[src/inc/cap_map.svh]
/*
 * Register offsets, field positions, reset values and timing counts of the
 * command agent id / orb pointer register bank.
 * Assumes an APB slave with 32-bit data; offsets are byte addresses.
 */
// Overview of operation
// agent_select picks which agent's orb pointer shows in both pointer views.
// agent_select also picks the agent for id write and id read strobes.
// autoclear enabled and tag 111b+agent+x sent: clear all four unsolicited enables.
// autoclear disabled: such a transmitted tag leaves unsolicited enables unchanged.
// writing agent_id_valid 1 marks the selected agent's node id valid.
// agent_id_valid resets to 0 and every bus reset forces it to 0.
// id write strobe loads the id field into the selected agent, then self-clears.
// id read strobe returns the selected agent's id in the field, then clears.
// id field is low halfword, resets to ffff, survives bus resets.
// host rewrites each active agent's id after every bus reset.
// agent control resets to 0000ffff; bus reset clears only the valid bit.
// high pointer view: low 16 bits orb_ptr_high, upper zero, default 0.
// low pointer view: all 32 bits orb_ptr_low, default 0, bus reset safe.
// an agent reset by its initiator returns that agent's orb pointer to zero.
// a bus write to an agent's unsolicited enable register sets its flag.
// bit 0 is the msb, so bits 16 to 31 are the low halfword.
`ifndef CAP_MAP_SVH
`define CAP_MAP_SVH

`define CAP_OFS_AGENT_CONTROL   8'h50
`define CAP_OFS_ORB_HIGH_VIEW   8'h54
`define CAP_OFS_ORB_LOW_VIEW    8'h58
`define CAP_OFS_UNSOL_STATUS    8'h60

`define CAP_RST_AGENT_CONTROL   32'h0000ffff
`define CAP_RST_BUS_ID          16'hffff
`define CAP_RST_ORB_HIGH        16'h0000
`define CAP_RST_ORB_LOW         32'h00000000

// little-endian positions of msb-numbered fields
`define CAP_POS_AGENT_SELECT    30
`define CAP_POS_AUTOCLEAR_EN    20
`define CAP_POS_ID_VALID        19
`define CAP_POS_ID_WRITE        17
`define CAP_POS_ID_READ         16
`define CAP_POS_BUS_ID          0

`define CAP_TAG_UNSOL_PREFIX    3'h7
`define CAP_RESP_LATENCY        1

`endif

[src/inc/cap_pkg.sv]
/*
 * Types shared by the register bank and its agent memory.
 * Assumes cap_map.svh is on the include path.
 */
package cap_pkg;

    typedef struct packed {
        logic        psel;
        logic        penable;
        logic        pwrite;
        logic [7:0]  paddr;
        logic [31:0] pwdata;
    } cap_apb_req_type;

    typedef struct packed {
        logic        pready;
        logic        pslverr;
        logic [31:0] prdata;
    } cap_apb_rsp_type;

    // first quadlet handed to the transmitter by the host
    typedef struct packed {
        logic       valid;
        logic [5:0] tlabel;
    } cap_tx_tag_type;

    // orb pointer update from the bus side
    typedef struct packed {
        logic        valid;
        logic [1:0]  agent;
        logic [15:0] high;
        logic [31:0] low;
    } cap_orb_upd_type;

    typedef struct packed {
        logic [15:0] high;
        logic [31:0] low;
    } cap_orb_type;

    typedef enum logic [1:0] {
        CAP_IDLE,
        CAP_ACCESS,
        CAP_ID_FETCH
    } cap_state_type;

endpackage

[src/logic/cap_regs.sv]
/*
 * Agent control register, the two orb pointer views and the unsolicited
 * status enable flags of four command block agents, behind an apb slave.
 * Assumes bus_reset, tx_tag, orb_upd, agent_reset and unsol_en_write come
 * from link logic on the same clock; no synchroniser is used for them.
 */
`include "cap_map.svh"

module cap_regs #(
    parameter int AGENTS = 4
) (
    input  wire logic                        clock,
    input  wire logic                        nrst,
    input  wire cap_pkg::cap_apb_req_type    apb_req,
    output cap_pkg::cap_apb_rsp_type         apb_rsp,
    input  wire logic                        bus_reset,
    input  wire cap_pkg::cap_tx_tag_type     tx_tag,
    input  wire cap_pkg::cap_orb_upd_type    orb_upd,
    input  wire logic [AGENTS-1:0]           agent_reset,
    input  wire logic [AGENTS-1:0]           unsol_en_write,
    output logic      [AGENTS-1:0]           unsol_status_enable_flags,
    output logic                             agent_id_valid,
    output logic      [1:0]                  agent_select
);
    import cap_pkg::*;

    cap_state_type     state_q;
    cap_state_type     state_d;
    logic              autoclear_q;
    logic              autoclear_d;
    logic              valid_d;
    logic        [1:0] select_d;
    logic        [15:0] bus_id_q;
    logic        [15:0] bus_id_d;
    logic        [AGENTS-1:0] unsol_d;
    cap_apb_rsp_type   rsp_d;
    logic              id_we;
    logic        [15:0] mem_id;
    cap_orb_type       mem_orb;

    // field placement helper, used for the read image only; the write decode slices pwdata directly
    function automatic logic [31:0] control_image(input logic [1:0]  sel,
                                                  input logic        acl,
                                                  input logic        vld,
                                                  input logic [15:0] id);
        logic [31:0] img;
        img = 32'h00000000;
        img[`CAP_POS_AGENT_SELECT +: 2] = sel;
        img[`CAP_POS_AUTOCLEAR_EN]      = acl;
        img[`CAP_POS_ID_VALID]          = vld;
        img[`CAP_POS_BUS_ID +: 16]      = id;
        return img;
    endfunction

    function automatic logic is_addr(input logic [7:0] a, input logic [7:0] ofs);
        return a == ofs;
    endfunction

    // the memory sees the next select and id, so a strobe acts on the agent
    // and id carried by the same write, not on the ones stored before it
    cap_agent_mem #(
        .AGENTS      (AGENTS)
    ) u_mem (
        .clock       (clock),
        .nrst        (nrst),
        .sel         (select_d),
        .id_we       (id_we),
        .id_wdata    (bus_id_d),
        .orb_upd     (orb_upd),
        .agent_reset (agent_reset),
        .id_rdata    (mem_id),
        .orb_rdata   (mem_orb)
    );

    // the access phase waits one cycle so the selected agent's memory
    // output is registered before it is sampled; costs one wait state
    always_comb begin
        state_d     = state_q;
        autoclear_d = autoclear_q;
        valid_d     = agent_id_valid;
        select_d    = agent_select;
        bus_id_d    = bus_id_q;
        id_we       = 1'b0;
        rsp_d       = '{pready: 1'b0, pslverr: 1'b0, prdata: 32'h00000000};
        case (state_q)
            CAP_IDLE: begin
                if (apb_req.psel && !apb_req.penable) begin
                    state_d = CAP_ACCESS;
                end
            end
            CAP_ACCESS: begin
                state_d = CAP_IDLE;
                rsp_d.pready = 1'b1;
                if (is_addr(apb_req.paddr, `CAP_OFS_AGENT_CONTROL)) begin
                    if (apb_req.pwrite) begin
                        select_d    = apb_req.pwdata[`CAP_POS_AGENT_SELECT +: 2];
                        autoclear_d = apb_req.pwdata[`CAP_POS_AUTOCLEAR_EN];
                        bus_id_d    = apb_req.pwdata[`CAP_POS_BUS_ID +: 16];
                        if (apb_req.pwdata[`CAP_POS_ID_VALID]) begin
                            valid_d = 1'b1;
                        end
                        if (apb_req.pwdata[`CAP_POS_ID_WRITE]) begin
                            // strobe is never stored, so it reads back 0
                            id_we = 1'b1;
                        end
                        if (apb_req.pwdata[`CAP_POS_ID_READ]) begin
                            // hold off pready until the new select settles
                            rsp_d.pready = 1'b0;
                            state_d      = CAP_ID_FETCH;
                        end
                    end else begin
                        rsp_d.prdata = control_image(agent_select, autoclear_q,
                                                     agent_id_valid, bus_id_q);
                    end
                end else if (is_addr(apb_req.paddr, `CAP_OFS_ORB_HIGH_VIEW)) begin
                    rsp_d.prdata = {16'h0000, mem_orb.high};
                    rsp_d.pslverr = apb_req.pwrite;
                end else if (is_addr(apb_req.paddr, `CAP_OFS_ORB_LOW_VIEW)) begin
                    rsp_d.prdata = mem_orb.low;
                    rsp_d.pslverr = apb_req.pwrite;
                end else if (is_addr(apb_req.paddr, `CAP_OFS_UNSOL_STATUS)) begin
                    rsp_d.prdata = {{(32-AGENTS){1'b0}}, unsol_status_enable_flags};
                    rsp_d.pslverr = apb_req.pwrite;
                end else begin
                    rsp_d.pslverr = 1'b1;
                end
            end
            CAP_ID_FETCH: begin
                // the memory read is registered; this cycle it shows the new agent
                bus_id_d     = mem_id;
                rsp_d.pready = 1'b1;
                state_d      = CAP_IDLE;
            end
            default: begin
                state_d = CAP_IDLE;
            end
        endcase
        if (bus_reset) begin
            valid_d = 1'b0;
        end
    end

    // set wins over clear so a bus write racing a transmit is not lost
    always_comb begin
        unsol_d = unsol_status_enable_flags;
        if (tx_tag.valid && autoclear_q &&
            tx_tag.tlabel[5:3] == `CAP_TAG_UNSOL_PREFIX &&
            tx_tag.tlabel[2:1] == agent_select) begin
            unsol_d = '0;
        end
        unsol_d = unsol_d | unsol_en_write;
        if (bus_reset) begin
            unsol_d = '0;
        end
    end

    always_ff @(posedge clock) begin
        if (!nrst) begin
            state_q                   <= CAP_IDLE;
            autoclear_q               <= 1'b0;
            agent_id_valid            <= 1'b0;
            agent_select              <= 2'h0;
            bus_id_q                  <= `CAP_RST_BUS_ID;
            unsol_status_enable_flags <= '0;
            apb_rsp                   <= '{pready: 1'b0, pslverr: 1'b0,
                                           prdata: 32'h00000000};
        end else begin
            state_q                   <= state_d;
            autoclear_q               <= autoclear_d;
            agent_id_valid            <= valid_d;
            agent_select              <= select_d;
            bus_id_q                  <= bus_id_d;
            unsol_status_enable_flags <= unsol_d;
            apb_rsp                   <= rsp_d;
        end
    end

endmodule

[src/logic/cap_agent_mem.sv]
/*
 * Per-agent store: bus node id and orb pointer of each command block agent.
 * Read data come out of registers, one cycle after the select.
 * Assumes a single clock and synchronous active-low reset.
 */
`include "cap_map.svh"

module cap_agent_mem #(
    parameter int AGENTS = 4
) (
    input  wire logic                        clock,
    input  wire logic                        nrst,
    input  wire logic [$clog2(AGENTS)-1:0]   sel,
    input  wire logic                        id_we,
    input  wire logic [15:0]                 id_wdata,
    input  wire cap_pkg::cap_orb_upd_type    orb_upd,
    input  wire logic [AGENTS-1:0]           agent_reset,
    output logic      [15:0]                 id_rdata,
    output cap_pkg::cap_orb_type             orb_rdata
);
    import cap_pkg::*;

    logic        [15:0] id_q    [AGENTS];
    logic        [15:0] id_d    [AGENTS];
    cap_orb_type        orb_q   [AGENTS];
    cap_orb_type        orb_d   [AGENTS];
    logic        [15:0] id_rd_d;
    cap_orb_type        orb_rd_d;

    always_comb begin
        for (int i = 0; i < AGENTS; i++) begin
            id_d[i]  = id_q[i];
            orb_d[i] = orb_q[i];
            if (id_we && sel == i[$clog2(AGENTS)-1:0]) begin
                id_d[i] = id_wdata;
            end
            if (orb_upd.valid && orb_upd.agent == i[$clog2(AGENTS)-1:0]) begin
                orb_d[i] = '{high: orb_upd.high, low: orb_upd.low};
            end
            // an initiator reset outranks a pointer update in the same cycle
            if (agent_reset[i]) begin
                orb_d[i] = '{high: `CAP_RST_ORB_HIGH, low: `CAP_RST_ORB_LOW};
            end
        end
        id_rd_d  = id_q[sel];
        orb_rd_d = orb_q[sel];
    end

    always_ff @(posedge clock) begin
        if (!nrst) begin
            for (int i = 0; i < AGENTS; i++) begin
                id_q[i]  <= `CAP_RST_BUS_ID;
                orb_q[i] <= '{high: `CAP_RST_ORB_HIGH, low: `CAP_RST_ORB_LOW};
            end
            id_rdata  <= `CAP_RST_BUS_ID;
            orb_rdata <= '{high: `CAP_RST_ORB_HIGH, low: `CAP_RST_ORB_LOW};
        end else begin
            for (int i = 0; i < AGENTS; i++) begin
                id_q[i]  <= id_d[i];
                orb_q[i] <= orb_d[i];
            end
            id_rdata  <= id_rd_d;
            orb_rdata <= orb_rd_d;
        end
    end

endmodule

[config.mk]
export PLATFORM = sky130hd
export DESIGN_NAME = cap_regs
export DESIGN_NICKNAME = d
export VERILOG_FILES = /design/src/inc/cap_pkg.sv /design/src/logic/cap_regs.sv /design/src/logic/cap_agent_mem.sv
export VERILOG_INCLUDE_DIRS = /design/src /design/src/inc
export SDC_FILE = /design/constraint.sdc
export NUM_CORES = 1
export LEC_CHECK = 0
export BUFFER_PORTS_ARGS = -buffer_cell sky130_fd_sc_hd__buf_2
export CORE_UTILIZATION = 51
export CTS_BUF_LIST = sky130_fd_sc_hd__clkbuf_2 sky130_fd_sc_hd__clkbuf_4 sky130_fd_sc_hd__clkbuf_8
export DETAILED_ROUTE_END_ITERATION = 6
export PLACE_DENSITY = 0.7
export SYNTH_ARGS = -nofsm -noshare
export SYNTH_HDL_FRONTEND = slang
export SYNTH_SLANG_ARGS = --single-unit
[constraint.sdc]
create_clock -name clock -period 5.35 [get_ports clock]
set_clock_uncertainty 0.15 [all_clocks]
set_input_delay 0 -clock clock [delete_from_list [all_inputs] [get_ports clock]]
set_output_delay 0 -clock clock [all_outputs]
set_load 0.05 [all_outputs]
==> results_dict.tcl <==
set metrics [dict create \
    vias 9713 \
    use_met2 0.424 \
    worstSetupStartpointType "input port" \
    grt_pass1_vias 9911 \
    layoutNonFillerInstCount 1820 \
    drt_iter0_markers 708 \
    grt-ovfl-total 0 \
    first_pass_iters 5 \
    finalSetupTns_ps 0 \
    hold_ws_ps 18.5 \
    fin_crit_sh 0.600 \
    nets 1499 \
    fp.dieH_microns 172 \
    cts.sinks 380 \
    end_kind "flip-flop" \
    critPathMaxFanout 16 \
    htreeDepth 2 \
    grt_use_met3 0.0430 \
    min_path_type "input port to flip-flop" \
    ys_warn_count 0 \
    clockRootBuffer "clkbuf_8" \
    grt.total_usage 0.235 \
    drv_slew 0 \
    critical_path_class "input port to flip-flop" \
    synth_area_sq_mm 0.0148 \
    status "finished clean" \
    synth_top_area_cell "edfxtp_1" \
    ant_nets 0 \
    core_area_sq_mm 0.0286 \
    async_reset_ff_frac 0 \
    start_util 0.518 \
    synth.distinct_cells 41 \
    boundaryPins 153 \
    cap_violations 0 \
    synth_seq_area_share 0.686 \
    final_core_util 0.641 \
    clk_pin_slew_worst_paths_ps 60 \
    crit_required_ps 5640 \
    gp_congestion 0.783 \
    die_x_microns 172 \
    routed_wl_microns 35200 \
    cp.arrival_ps 3500 \
    p_leak_nw 7.68 \
    fin_crit_ps 3210 \
    grtUsageMet1 0.280 \
    drive_gt1_frac 0.208 \
    fillCellCount 2173 \
    hpwl_microns 19300 \
    cts_buffers 59 \
    rsz0062_at_grt "no" \
    p_total_w 0.00603 \
    clock_latency_ps 580 \
    cts_tree "built" \
    synth_fp_nets 1229 \
    io_buffers 141 \
    power_density_mw_per_mm2 329 \
    peakVddDrop_v 0.000205 \
    worst_pin_slew_ps 1190 \
    synth_flop_cell "edfxtp_1" \
    routedWlPerCell_microns 19.3 \
    avgSynthCellArea_sq_um 13.3 \
    synthTopCellsByArea "edfxtp_1 52%, dfxtp_1 17%, and2_1 8.7%" \
    setup_viol 0 \
    grt_pass1_wl_microns 52200 \
    relSlewSlack 0.204 \
    layout_common_cells "256 x edfxtp_1, 205 x and2_1, 141 x buf_2" \
    netlist_instances 1114 \
    synth_edf_count 256 \
    grt_max_degree 98 \
    ys_ff_latch 380 \
    die-area_sq_mm 0.0298 \
    vias_per_cell 5.34 \
    gr-max-usage-layer "met2" \
    rows 62 \
    drc_errors 0 \
    fmax_mhz 312 \
    antenna_found_initial 2 \
    hold_viol_final 0 \
    dp_cells 1594 \
    clk_path_buf_depth 3 \
    layout_commonest_cell "edfxtp_1" \
    syn_to_final_growth_pct 23.8 \
    synth.top_cell.area_share 0.519 \
]
==> synthesized netlist by cell type (all sizes together), types with 2 or more instances <==
master and count:
o22ai 48, a21oi 10, nor4 2, and2 205, nand3 3, ha 3
nor3b 3, mux2i 115, nand2b 6, dfxtp 124, or2 2, a311o 2
edfxtp 256, or3 3, a222oi 4, clkbuf 47, a22oi 12, a22o 4
nor3 6, nor2 12, xnor2 2, a221oi 32, o21ai 37, inv 22
nand2 127, buf 18
==> critical path: stages <==
cell           delay (ps)
dlygate4sd3_1         530
buf_2                 130
or4_4                 460
nor3_1                360
and3_1                870
a221oi_1              350
dlygate4sd3_1         710
nand2_1                80
==> sequential cells by signal (all words and copies together), names as in the netlist <==
signal	count
agent_id_valid	1
agent_select	2
apb_rsp	34
autoclear_q	1
bus_id_q	16
state_q	2
u_mem.id_q	64
u_mem.id_rdata	16
u_mem.orb_q	192
u_mem.orb_rdata	48
unsol_status_enable_flags	4
==> report_power, final <==
group	switching, W	total, W	leakage [nW]	internal [W]
sequential	0.0000392	0.00329	3.57	0.00325
combinational	0.000177	0.000315	3.45	0.000138
clock	0.00107	0.00243	0.662	0.00136
total	0.00128	0.00603	7.68	0.00475
==> worst paths after layout <==
path	start	slack (ps)	to	cells past startpoint
worst max-delay path	apb_req[32]	2140	u_mem.id_q[1][1]$_SDFFCE_PN1P_	8
worst min-delay path	apb_req[33]	20	apb_rsp[5]$_SDFF_PP0_	6
worst max register to register	state_q[1]$_SDFFE_PN0P_	2160	u_mem.id_q[0][1]$_SDFFCE_PN1P_	8
worst min register to register	u_mem.orb_rdata[28]$_SDFF_PN0_	280	apb_rsp[28]$_SDFF_PP0_	1
==> timing repair <==
| item | in CTS | in global routing |
|---|---|---|
| hold endpoints to repair | 302 | 0 |
| hold buffers | 113 | 0 |
| resized for setup | 0 | 0 |
| buffers inserted | 0 | 0 |
==> kinds of logic after synthesis <==
group / Yosys count / share of synthesized area
AO/OA/AOI/OAI: 149 / 0.0692
XOR/XNOR: 2 / 0.00118
adder cells (fa/ha/maj): 3 / 0.00253
buffers and inverters: 88 / 0.0243
flip-flops: 380 / 0.686
multiplexers: 116 / 0.0784
AND/OR/NAND/NOR: 376 / 0.138
==> layer usage <==
layer	vias to the layer above	share of wire
met5	-	0.0012
met4	2	0.023
met3	64	0.057
met2	317	0.51
met1	4757	0.41
li1	4573	-
==> stage by stage <==
stage / setup slack, ps / area, sq um
3_3_place_gp: 2250 / 16000
3_5_place_dp: 2150 / 16000
6_report: 2140 / 18300
4_1_cts: 2150 / 18300
5_1_grt: 1930 / 18300
2_1_floorplan: 1160 / 14800
==> final cells by class <==
class / count / area [sq um] / share of cell area
clock inverters: 12 / 63.8 / 0.00348
diodes: 2 / 5.00 / 0.000273
flip-flops and latches: 380 / 10200 / 0.554
clock buffers: 99 / 1160 / 0.0630
repair buffers: 274 / 2000 / 0.109
well taps: 384 / 480 / 0.0262
inverters: 23 / 86.3 / 0.00471
multi-input cells: 646 / 4390 / 0.239
Note: power is estimated with default switching activity, not from simulation.
